File: src/inc/tmcr_pkg.sv
/*
 tmcr_pkg: shared constants and types of the thermal monitor register slice
 (extended readout, third configuration, throttle timer status and limit).
 Assumes a 10 MHz system clock; tick and tach times are converted from it, the seen limit from the tick.
*/
package tmcr_pkg;

   // ==========================================================
   // register offsets
   localparam logic [7:0] ADDR_EXT_LSBS = 8'h77;
   localparam logic [7:0] ADDR_CFG3 = 8'h78;
   localparam logic [7:0] ADDR_THR_STATUS = 8'h79;
   localparam logic [7:0] ADDR_THR_LIMIT = 8'h7A;

   // ==========================================================
   // values after reset
   localparam logic [7:0] CFG3_RESET = 8'h00;
   localparam logic [7:0] THR_STATUS_RESET = 8'h00;
   localparam logic [7:0] THR_LIMIT_RESET = 8'h00;
   localparam logic [7:0] RDATA_RESET = 8'h00;
   localparam logic [7:0] UNMAPPED_READ = 8'h00;

   // ==========================================================
   // times and cycle counts
   localparam int CLK_PERIOD_NS = 100;
   localparam int TICK_NS = 22_760_000;
   localparam int SEEN_LIMIT_NS = 45_520_000;
   localparam int TACH_SLOW_NS = 1_000_000_000;
   localparam int TACH_FAST_NS = 250_000_000;
   localparam int TICK_CYC = TICK_NS / CLK_PERIOD_NS;
   localparam int TACH_SLOW_CYC = TACH_SLOW_NS / CLK_PERIOD_NS;
   localparam int TACH_FAST_CYC = TACH_FAST_NS / CLK_PERIOD_NS;
   localparam logic [7:0] TIMER_MIN_TICKS = 8'(SEEN_LIMIT_NS / TICK_NS);
   localparam logic [7:0] TIMER_MAX = 8'hFF;
   localparam int CNT_W = 24;

   // ==========================================================
   // field layouts
   typedef struct packed {
      logic [3:0] cont_tach;
      logic fast;
      logic boost;
      logic mon_en;
      logic alert;
   } tmcr_cfg3_t;

   typedef struct packed {
      logic [1:0] remote_two_temp_lsbs;
      logic [1:0] local_temp_lsbs;
      logic [1:0] remote_one_temp_lsbs;
      logic [1:0] supply_12v_lsbs;
   } tmcr_ext_lsbs_t;

   typedef struct packed {
      logic [7:0] addr;
      logic wr;
      logic rd;
      logic [7:0] wdata;
   } tmcr_req_t;

endpackage

File: src/hw/tmcr_throttle_timer.sv
/*
 tmcr_throttle_timer: measures how long the throttle signal stays asserted,
 builds the status byte and flags a limit overrun once per assertion.
 Assumes i_active is already synchronised to clk.
*/
`timescale 1ns/1ps
module tmcr_throttle_timer #(
   parameter int TICK_CYC = tmcr_pkg::TICK_CYC
) (
   // clock and reset
   input wire logic clk,
   input wire logic rst_n,
   // control
   input wire logic i_active,
   input wire logic i_read_clear,
   input wire logic [7:0] i_limit,
   // results
   output logic [7:0] o_status,
   output logic o_event
);
   logic [tmcr_pkg::CNT_W-1:0] pre;
   logic [7:0] count;
   logic seen;
   logic prev_active;
   logic done;
   logic event_q;

   // ==========================================================
   // decode
   wire start = i_active & ~prev_active;
   wire tick = i_active & ~start &
      (pre == tmcr_pkg::CNT_W'(TICK_CYC - 1));
   wire [7:0] cnt_now = start ? 8'h00 : count;
   wire over = (i_limit == 8'h00) | (cnt_now > i_limit);
   wire fire = i_active & (start | ~done) & over;
   wire [7:0] next_count = start ? 8'h00 :
      (tick && count != tmcr_pkg::TIMER_MAX) ? count + 8'h01 : count;
   wire [tmcr_pkg::CNT_W-1:0] next_pre = (!i_active || start || tick) ?
      '0 : pre + tmcr_pkg::CNT_W'(1);

   // ==========================================================
   // state
   always_ff @(posedge clk or negedge rst_n) begin
      if (!rst_n) begin
         pre <= '0;
         count <= 8'h00;
         seen <= 1'b0;
         prev_active <= 1'b0;
         done <= 1'b0;
         event_q <= 1'b0;
      end else begin
         pre <= next_pre;
         count <= next_count;
         seen <= start | (seen & ~i_read_clear);
         prev_active <= i_active;
         done <= start ? fire : (done | fire);
         event_q <= fire;
      end
   end

   assign o_status = (count >= tmcr_pkg::TIMER_MIN_TICKS) ?
      count : {7'h00, seen};
   assign o_event = event_q;
endmodule // tmcr_throttle_timer

File: src/hw/tmcr_regs.sv
/*
 tmcr_regs: register slice of the hardware monitor holding the second
 extended readout, the third configuration, throttle status and limit.
 Assumes the bus engine hands over decoded one-cycle read and write
 strobes on the system clock; measurement, lock and pin-select inputs
 come from logic on the same clock; throttle pins are asynchronous.
*/
// Summary of operation
// - reading extended LSBs freezes them and MSBs
// - read-only LSB pairs: 12V, remote1, local, remote2
// - bit 0 turns fan-two pin into alert
// - bit 1 enables throttle monitor on selected pin
// - boost forces all fans full on assertion
// - fast bit: tach every 250 ms, else 1 s
// - bits 4-7 enable continuous tach per channel
// - lock makes configuration three read only
// - status bit 0 set on assertion, read clears
// - upper timer bits zero until 45.52 ms
// - then 8-bit count, 22.76 ms steps, to 5.80 s
// - power-up clears config, status and limit
// - count above limit raises throttle event
`timescale 1ns/1ps
module tmcr_regs #(
   parameter int TICK_CYC = tmcr_pkg::TICK_CYC,
   parameter int TACH_SLOW_CYC = tmcr_pkg::TACH_SLOW_CYC,
   parameter int TACH_FAST_CYC = tmcr_pkg::TACH_FAST_CYC
) (
   // clock and reset
   input wire logic I_SYS_CLK,
   input wire logic I_RSTN,
   // register access
   input wire tmcr_pkg::tmcr_req_t I_REG_REQ,
   output logic [7:0] O_REG_RDATA,
   output logic O_REG_VALID,
   // measurement readout
   input wire tmcr_pkg::tmcr_ext_lsbs_t I_MEAS_LSBS,
   input wire logic I_MSB_READ,
   output logic O_FREEZE,
   // device context
   input wire logic I_CFG_LOCK,
   input wire logic I_THROTTLE_PIN_SELECT,
   input wire logic I_OUT_OF_LIMIT,
   input wire logic I_FAN2_PWM,
   // throttle pins, active low
   input wire logic I_THROTTLE_TACH4_N,
   input wire logic I_THROTTLE_5V_N,
   // fan and tach control
   output logic O_SECOND_FAN_DRIVE_PIN_O,
   output logic O_SECOND_FAN_DRIVE_PIN_OE,
   output logic O_FULL_SPEED,
   output logic O_TACH_START,
   output logic [3:0] O_CONT_TACH,
   output logic O_THROTTLE_EVENT
);
   // ==========================================================
   // reset release
   logic [1:0] rst_pipe;
   logic rst_n;
   always_ff @(posedge I_SYS_CLK or negedge I_RSTN) begin
      if (!I_RSTN) begin
         rst_pipe <= 2'b00;
      end else begin
         rst_pipe <= {rst_pipe[0], 1'b1};
      end
   end
   assign rst_n = rst_pipe[1];

   // ==========================================================
   // pin synchronisers
   logic [1:0] sync_a;
   logic [1:0] sync_b;
   always_ff @(posedge I_SYS_CLK or negedge rst_n) begin
      if (!rst_n) begin
         sync_a <= 2'b11;
         sync_b <= 2'b11;
      end else begin
         sync_a <= {sync_a[0], I_THROTTLE_TACH4_N};
         sync_b <= {sync_b[0], I_THROTTLE_5V_N};
      end
   end

   // ==========================================================
   // registers
   tmcr_pkg::tmcr_cfg3_t cfg3;
   tmcr_pkg::tmcr_ext_lsbs_t ext_lsbs;
   logic [7:0] limit;
   logic frozen;
   logic [7:0] status_val;
   logic timer_event;

   wire [7:0] addr = I_REG_REQ.addr;
   wire wr = I_REG_REQ.wr;
   wire rd = I_REG_REQ.rd;
   wire wr_cfg3 = wr & (addr == tmcr_pkg::ADDR_CFG3) & ~I_CFG_LOCK;
   wire wr_limit = wr & (addr == tmcr_pkg::ADDR_THR_LIMIT);
   wire rd_ext = rd & (addr == tmcr_pkg::ADDR_EXT_LSBS);
   wire rd_status = rd & (addr == tmcr_pkg::ADDR_THR_STATUS);
   wire next_frozen = rd_ext | (frozen & ~I_MSB_READ);

   always_ff @(posedge I_SYS_CLK or negedge rst_n) begin
      if (!rst_n) begin
         cfg3 <= tmcr_pkg::CFG3_RESET;
         limit <= tmcr_pkg::THR_LIMIT_RESET;
         ext_lsbs <= '0;
         frozen <= 1'b0;
      end else begin
         if (wr_cfg3) begin
            cfg3 <= I_REG_REQ.wdata;
         end
         if (wr_limit) begin
            limit <= I_REG_REQ.wdata;
         end
         if (!frozen) begin
            ext_lsbs <= I_MEAS_LSBS;
         end
         frozen <= next_frozen;
      end
   end

   // ==========================================================
   // throttle monitor
   wire pin_level_n = I_THROTTLE_PIN_SELECT ? sync_b[1] : sync_a[1];
   wire thr_active = cfg3.mon_en & ~pin_level_n;

   tmcr_throttle_timer #(
      .TICK_CYC(TICK_CYC)
   ) u_timer (
      .clk(I_SYS_CLK),
      .rst_n(rst_n),
      .i_active(thr_active),
      .i_read_clear(rd_status),
      .i_limit(limit),
      .o_status(status_val),
      .o_event(timer_event)
   );

   // ==========================================================
   // tach measurement period
   logic [tmcr_pkg::CNT_W-1:0] tach_cnt;
   wire [tmcr_pkg::CNT_W-1:0] tach_last = cfg3.fast ?
      tmcr_pkg::CNT_W'(TACH_FAST_CYC - 1) :
      tmcr_pkg::CNT_W'(TACH_SLOW_CYC - 1);
   wire tach_wrap = tach_cnt >= tach_last;

   // ==========================================================
   // read mux
   wire [7:0] rd_mux = (addr == tmcr_pkg::ADDR_EXT_LSBS) ? ext_lsbs :
      (addr == tmcr_pkg::ADDR_CFG3) ? cfg3 :
      (addr == tmcr_pkg::ADDR_THR_STATUS) ? status_val :
      (addr == tmcr_pkg::ADDR_THR_LIMIT) ? limit :
      tmcr_pkg::UNMAPPED_READ;

   // ==========================================================
   // output drive
   wire full = cfg3.boost & thr_active;
   wire next_pin_o = cfg3.alert ? 1'b0 : (I_FAN2_PWM | full);
   wire next_pin_oe = cfg3.alert ? I_OUT_OF_LIMIT : 1'b1;

   always_ff @(posedge I_SYS_CLK or negedge rst_n) begin
      if (!rst_n) begin
         O_REG_RDATA <= tmcr_pkg::RDATA_RESET;
         O_REG_VALID <= 1'b0;
         O_FREEZE <= 1'b0;
         O_SECOND_FAN_DRIVE_PIN_O <= 1'b0;
         O_SECOND_FAN_DRIVE_PIN_OE <= 1'b0;
         O_FULL_SPEED <= 1'b0;
         O_TACH_START <= 1'b0;
         O_CONT_TACH <= 4'h0;
         O_THROTTLE_EVENT <= 1'b0;
         tach_cnt <= '0;
      end else begin
         O_REG_RDATA <= rd ? rd_mux : O_REG_RDATA;
         O_REG_VALID <= rd;
         O_FREEZE <= next_frozen;
         O_SECOND_FAN_DRIVE_PIN_O <= next_pin_o;
         O_SECOND_FAN_DRIVE_PIN_OE <= next_pin_oe;
         O_FULL_SPEED <= full;
         O_TACH_START <= tach_wrap;
         O_CONT_TACH <= cfg3.cont_tach;
         O_THROTTLE_EVENT <= timer_event;
         tach_cnt <= tach_wrap ? '0 : tach_cnt + tmcr_pkg::CNT_W'(1);
      end
   end
endmodule // tmcr_regs

File: config.mk
export PLATFORM = sky130hd
export DESIGN_NAME = tmcr_regs
export DESIGN_NICKNAME = d
export VERILOG_FILES = /design/src/inc/tmcr_pkg.sv /design/src/hw/tmcr_throttle_timer.sv /design/src/hw/tmcr_regs.sv
export SDC_FILE = /design/constraint.sdc
export NUM_CORES = 1
export LEC_CHECK = 0
export BUFFER_PORTS_ARGS = -buffer_cell sky130_fd_sc_hd__buf_4
export CAP_MARGIN = 10
export CORE_ASPECT_RATIO = 1.2
export CORE_UTILIZATION = 25
export CTS_CLUSTER_SIZE = 25
export DETAILED_ROUTE_END_ITERATION = 16
export PLACE_DENSITY_LB_ADDON = 0.25
export REMOVE_ABC_BUFFERS = 1
export SLEW_MARGIN = 20
export SYNTH_ARGS = -nofsm -noshare
export SYNTH_HDL_FRONTEND = slang
export SYNTH_SLANG_ARGS = --single-unit
File: constraint.sdc
create_clock -name I_SYS_CLK -period 3.57 [get_ports I_SYS_CLK]
set_input_delay 0 -clock I_SYS_CLK [delete_from_list [all_inputs] [get_ports I_SYS_CLK]]
set_output_delay 0 -clock I_SYS_CLK [all_outputs]
set_load 0.02 [all_outputs]
Yosys cells after proc, flatten, opt, wreduce, memory -nomap -nowiden --
Index checks and enable logic that the tools add are counted.
Cells by class: equal/unequal tests 6, $lt $le $gt $ge 3, add/sub/neg operators 3, reduce and logical (&&, ||, !) cells 6, bitwise operators 27, multiplexer cells 15
Operators with widths (count):
- $mux 24 | 3
- $mux 8 | 8
- $add 24x1->24 const B | 2
- $eq 8x7->1 const B | 4
- $eq 24x18->1 const B | 1
- $ge 24x24->1 | 1
- $and 1x1->1 | 14
- $add 8x1->8 const B | 1
- $ge 8x2->1 const B | 1
- $gt 8x8->1 | 1
- $logic_not 8->1 | 1
- $ne 8x8->1 const B | 1
- $not 1->1 | 7
- $or 1x1->1 | 6
- $mux 1 | 4
- $logic_or 1x1->1 | 2
- $reduce_bool 2->1 | 1
- $logic_and 1x1->1 | 1
- $logic_not 1->1 | 1
Storage, ports and cells: output and inout port bits 19, word-level logic and storage cells 89, input bits 35, flip-flop bits (word level) 109

Longest topological paths before layout --
depth after elaboration 10, mapped depth 12

Hierarchy --
From an unflattened synthesis, not the netlist that was laid out.
Second synthesis, totals: cell total of the unflattened synthesis 521, area, all modules 5521.5 µm²
By module, submodules not included:
- tmcr_regs | cells each 296, instances 1, area each 3382.0 µm²
- tmcr_throttle_timer | cells each 225, instances 1, area each 2139.6 µm²

Worst setup path before layout --
No wires, ideal clock.
path kind reg-to-reg, start point register u_timer.pre[20] (netlist name), end point register u_timer.count[5], arrival time 2355 ps, cell stages (with the launch flop) 6, path buffers 0, period minus slack after synthesis 2432 ps, slack 1138 ps, setup time 78 ps, path through dfrtp_1 > or4_1 > or3_1 > or4_4 > or4_1 > a21oi_1
Between the ends: cells in the longest elaborated chain, start to end 4
RTL lines:
- from (decl) | line tmcr_throttle_timer.sv:21 | logic [tmcr_pkg::CNT_W-1:0] pre;
- from (signal assigned) | line tmcr_throttle_timer.sv:52 | pre <= next_pre;
- $eq 24x18->1 | line tmcr_throttle_timer.sv:32 | (pre == tmcr_pkg::CNT_W'(TICK_CYC - 1));
- $and 1x1->1 | line tmcr_throttle_timer.sv:31 | wire tick = i_active & ~start &
- $logic_and 1x1->1 | line tmcr_throttle_timer.sv:37 | (tick && count != tmcr_pkg::TIMER_MAX) ? count + 8'h01 : count;
- $reduce_bool 2->1 (no line)
- to (signal assigned) | line tmcr_throttle_timer.sv:53 | count <= next_count;
- to (decl) | line tmcr_throttle_timer.sv:22 | logic [7:0] count;
Every way passes these cells. A chain may end at the register's enable or synchronous reset.

Final worst setup path --
start point register cfg3[3] (netlist name), end point register tach_cnt[23] (netlist name)
Between the ends: cells in the longest elaborated chain, start to end 3
RTL lines:
- from (decl) | line tmcr_regs.sv:84 | tmcr_pkg::tmcr_cfg3_t cfg3;
- from (signal assigned) | line tmcr_regs.sv:102 | cfg3 <= tmcr_pkg::CFG3_RESET;
- from (signal assigned) | line tmcr_regs.sv:108 | cfg3 <= I_REG_REQ.wdata;
- $mux 24 | line tmcr_regs.sv:140 | wire [tmcr_pkg::CNT_W-1:0] tach_last = cfg3.fast ?
- $ge 24x24->1 | line tmcr_regs.sv:143 | wire tach_wrap = tach_cnt >= tach_last;
- $mux 24 | line tmcr_regs.sv:181 | tach_cnt <= tach_wrap ? '0 : tach_cnt + tmcr_pkg::CNT_W'(1);
- to (signal assigned) | line tmcr_regs.sv:181
- to (decl) | line tmcr_regs.sv:139 | logic [tmcr_pkg::CNT_W-1:0] tach_cnt;
Every way passes these cells.

==> impl_metrics.env <==
export IMPL_yosysSeqAreaShare_pct=49.7
export IMPL_number_of_synthesized_flops_with_an_enable_pin=0
export IMPL_drt_first_pass_iters=4
export IMPL_outcome="complete, no violations"
export IMPL_final_nets=675
export IMPL_dpl_cell_area_sq_mm=0.00624
export IMPL_path_depth=7
export IMPL_synth_top_cell_area_share_pct=47.8
export IMPL_worst_ep_required_time_ns=3.83
export IMPL_yosysWarnings=0
export IMPL_maximum_number_of_pins_on_one_net_before_global_route_repair=65
export IMPL_grt_setup_unrepaired="false"
export IMPL_floorplan_die_height_microns=164
export IMPL_synthesis_area_sq_mm=0.00549
export IMPL_clock_path_buffers=2
export IMPL_final_antenna_net_count=0
export IMPL_dieWidth_microns=137
export IMPL_setup_viol=0
export IMPL_post_synthesis_mean_instance_area_sq_um=10.3
export IMPL_timing_final_crit_share_pct=75.6
export IMPL_timing_critical_path_buf_inv=2
export IMPL_postSynthCellCount=534
export IMPL_drt_drc_violations_left=0
export IMPL_pwr_density_cell_mw_per_mm2=391
export IMPL_worst_endpoint_arrival_ns=2.96
export IMPL_min_period_ns=2.70
export IMPL_slew_violations=0
export IMPL_area_delta_synth_final_pct=23.5
export IMPL_timing_critical_path_slowest_cell_delay_ns=0.60
export IMPL_setup_tns_final_ns=0
export IMPL_grt_overflow=0
export IMPL_hold_path_depth=4
export IMPL_num_vias=4262
export IMPL_cts_tree="built"
export IMPL_startpoint_type="flip-flop"
export IMPL_number_of_failing_hold_endpoints_at_the_final_stage=0
export IMPL_skew_ns=0.00958
export IMPL_yosys_register_bits=109
export IMPL_htree_levels=3
export IMPL_layout_cell_area_non_filler_sq_mm=0.00678
export IMPL_std_cell_rows=59
export IMPL_grt_first_pass_wirelength_microns=21300
export IMPL_grt_antenna_before_repair=0
export IMPL_critical_path_cell_chain="inv_1, ha_1, a21oi_1, o21ai_0, a221oi_2, buf_4, nor3b_1"
export IMPL_finalWeightedCongestion=0.852
export IMPL_leakagePower_nw=2.91
export IMPL_synthDominantAreaCellType="dfrtp_1"
export IMPL_synth_cell_type_count=47
export IMPL_initial_utilization_pct=25.4
export IMPL_first_global_vias=4369
export IMPL_worst_pin_slew_ns=0.865
export IMPL_floorplan_io_pins=54
export IMPL_max_cap_violations=0
export IMPL_most_common_flop_cell_mapped_by_yosys="dfrtp_1"
export IMPL_clk_pin_slew_ns=0.07
export IMPL_numCtsBuffers=9
export IMPL_timing_hold_worst_class="input pin to flip-flop"
export IMPL_clock_tree_root_cell="clkbuf_16"
export IMPL_asyncSetResetFlopFracSynth_pct=100
export IMPL_max_slew_margin_rel_pct=42.2
export IMPL_dp_hpwl_microns=9380
export IMPL_setup_worst_path_end_class="flip-flop"
export IMPL_initial_drt_markers=286
export IMPL_path_class="flip-flop to flip-flop"
export IMPL_synth_top_cells_by_area="dfrtp_1 48%, ha_1 5.9%, mux2_2 4.9%, xnor2_1 4.5%, nand2_1 3.5%"
export IMPL_slowest_stage="dfrtp_1"
export IMPL_hold_worst_slack_ns=0.115
export IMPL_critical_path_peak_fanout=15
export IMPL_wire_per_inst_microns=14.4
export IMPL_num_antenna_cells=0
export IMPL_post_drt_via_cell_ratio=4.78
export IMPL_clock_insertion_delay_worst_skew_ns=0.36
export IMPL_power_ir_vdd_worst_mv=0.214
export IMPL_tritoncts_num_sinks=109
export IMPL_port_buffers=53
export IMPL_reg2reg_depth=7
export IMPL_filler_cell_count=2202
export IMPL_grtUsageTotal_pct=12.1
export IMPL_path_delay_family="compound AO/OA/AOI/OAI gates"
export IMPL_max_freq_ghz=0.371
export IMPL_floorplan_die_area_sq_mm=0.0226
export IMPL_final_layout_size_suffix_gt1_share_pct=17.6
export IMPL_routed_wirelength_microns=12900
export IMPL_core_area_sq_mm=0.0216
## timing repair
| action | in CTS | in global routing |
|---|---|---|
| gates resized for setup | 0 | 0 |
| setup buffers | 0 | 0 |
| endpoints found under the setup margin | 0 | 0 |
| hold endpoints to repair | 40 | 0 |
| hold buffers | 26 | 0 |
## worst reg2reg max path, delay by kind of cell, from the launching register on
| kind | cells | cell delay, ns |
|---|---|---|
| AOI/OAI and AO/OA | 3 | 0.87 |
| adders and majority gates | 1 | 0.36 |
| buffers and inverters | 2 | 0.56 |
| DFF | 1 | 0.60 |
| and+or+nand+nor | 1 | 0.22 |
## cell usage after synthesis (all sizes together), types with 2 or more instances
master and number:
a211o 2, a211oi 2, a21oi 29, a221oi 8
and2 8, and3 8, and4 3, and4b 2
clkbuf 16, dfrtp 105, dfstp 4, ha 26
inv 17, mux2 24, nand2 51, nand2b 4
nand3 21, nand3b 4, nand4 17, nand4b 2
nor2 47, nor2b 3, nor3 7, nor3b 13
nor4 8, o21ai 16, o21bai 2, o22ai 2
o2bb2ai 7, o31ai 2, or2 2, or3 9
or4 9, xnor2 28, xor2 15
## registers in the layout (all words and copies together), names as in the netlist, 4 cells and up
name / cells
O_REG_RDATA: 8
u_timer.count: 8
cfg3: 8
O_CONT_TACH: 4
ext_lsbs: 8
tach_cnt: 24
u_timer.pre: 24
limit: 8
## metal layers
layer	global-route usage [%]	share of wire, %	up-vias
met4	6.79	2.9	0
met1	14.6	45	2092
met5	0	0	-
met2	20.6	49	78
met3	1.63	3.2	24
li1	-	-	2068
## placed cells by master, fill, tap and decap left out, types with 8 or more instances in the layout
master / netlist / final
nand2_1: 51 / 51
xnor2_1: 28 / 28
dfrtp_1: 105 / 104
o21ai_0: 16 / 16
xor2_1: 15 / 15
or4_1: 8 / 8
nor3b_1: 13 / 13
and2_1: 8 / 8
nand4_1: 17 / 17
mux2_2: 24 / 24
dlygate4sd3_1: 0 / 26
clkbuf_16: 0 / 9
a21oi_1: 29 / 29
inv_1: 17 / 17
and3_1: 8 / 8
buf_4: 1 / 59
or3_1: 9 / 9
nor4_1: 8 / 8
ha_1: 26 / 26
nand3_1: 21 / 21
nor2_1: 47 / 47
## cell type report
type                            count  area, sq um  share of cell area (%)
Timing Repair Buffer               86          723                    10.7
Sequential cell                   109         2740                    40.3
Multi-Input combinational cell    391         2640                    38.8
Inverter                           17         63.8                   0.941
Clock buffer                       10          239                    3.52
Tap cell                          274          343                    5.05
Clock inverter                      5         42.5                   0.627
## where the power goes
part / total, mW / leakage [nW] / internal [mW] / switching [mW]
combinational: 0.318 / 1.33 / 0.154 / 0.165
clock: 0.972 / 0.141 / 0.498 / 0.474
sequential: 1.36 / 1.44 / 1.29 / 0.0712
## kinds of logic after synthesis
family	Yosys count	share of synthesized area, %
other	1	0.0683
buffers and inverters	34	2.39
AOI/OAI and AO/OA	75	8.66
muxes	25	5.10
DFF	109	49.7
and+or+nand+nor	221	21.3
xor gates and xnor gates	43	6.86
adders and majority gates	26	5.92
## worst paths after layout
path | endpoint | from | slack (ns)
max | tach_cnt[23]$_DFF_PN0_ | cfg3[3]$_DFFE_PN0P_ | 0.87
max in group asynchronous | limit[3]$_DFFE_PN0P_ | rst_pipe[1]$_DFF_PN0_ | 2.40
max reg2reg | tach_cnt[23]$_DFF_PN0_ | cfg3[3]$_DFFE_PN0P_ | 0.87
min | u_timer.prev_active$_DFF_PN0_ | I_THROTTLE_PIN_SELECT | 0.11
min reg2reg | rst_pipe[1]$_DFF_PN0_ | rst_pipe[0]$_DFF_PN0_ | 0.35
min in group asynchronous | u_timer.pre[17]$_DFF_PN0_ | rst_pipe[1]$_DFF_PN0_ | 0.42
## metrics by stage
step                utilization, %  instances  setup slack (ns)  total power [mW]
global placement              28.9        851              1.02              1.68
global route                  31.4        892             0.603              2.79
finish                        31.4        892             0.872              2.65
CTS                           31.4        892             0.815              2.70
floorplan                        -        517             0.316              1.57
detailed placement            28.9        851             0.898              1.69
No activity file was read; power rests on OpenSTA's default activity.
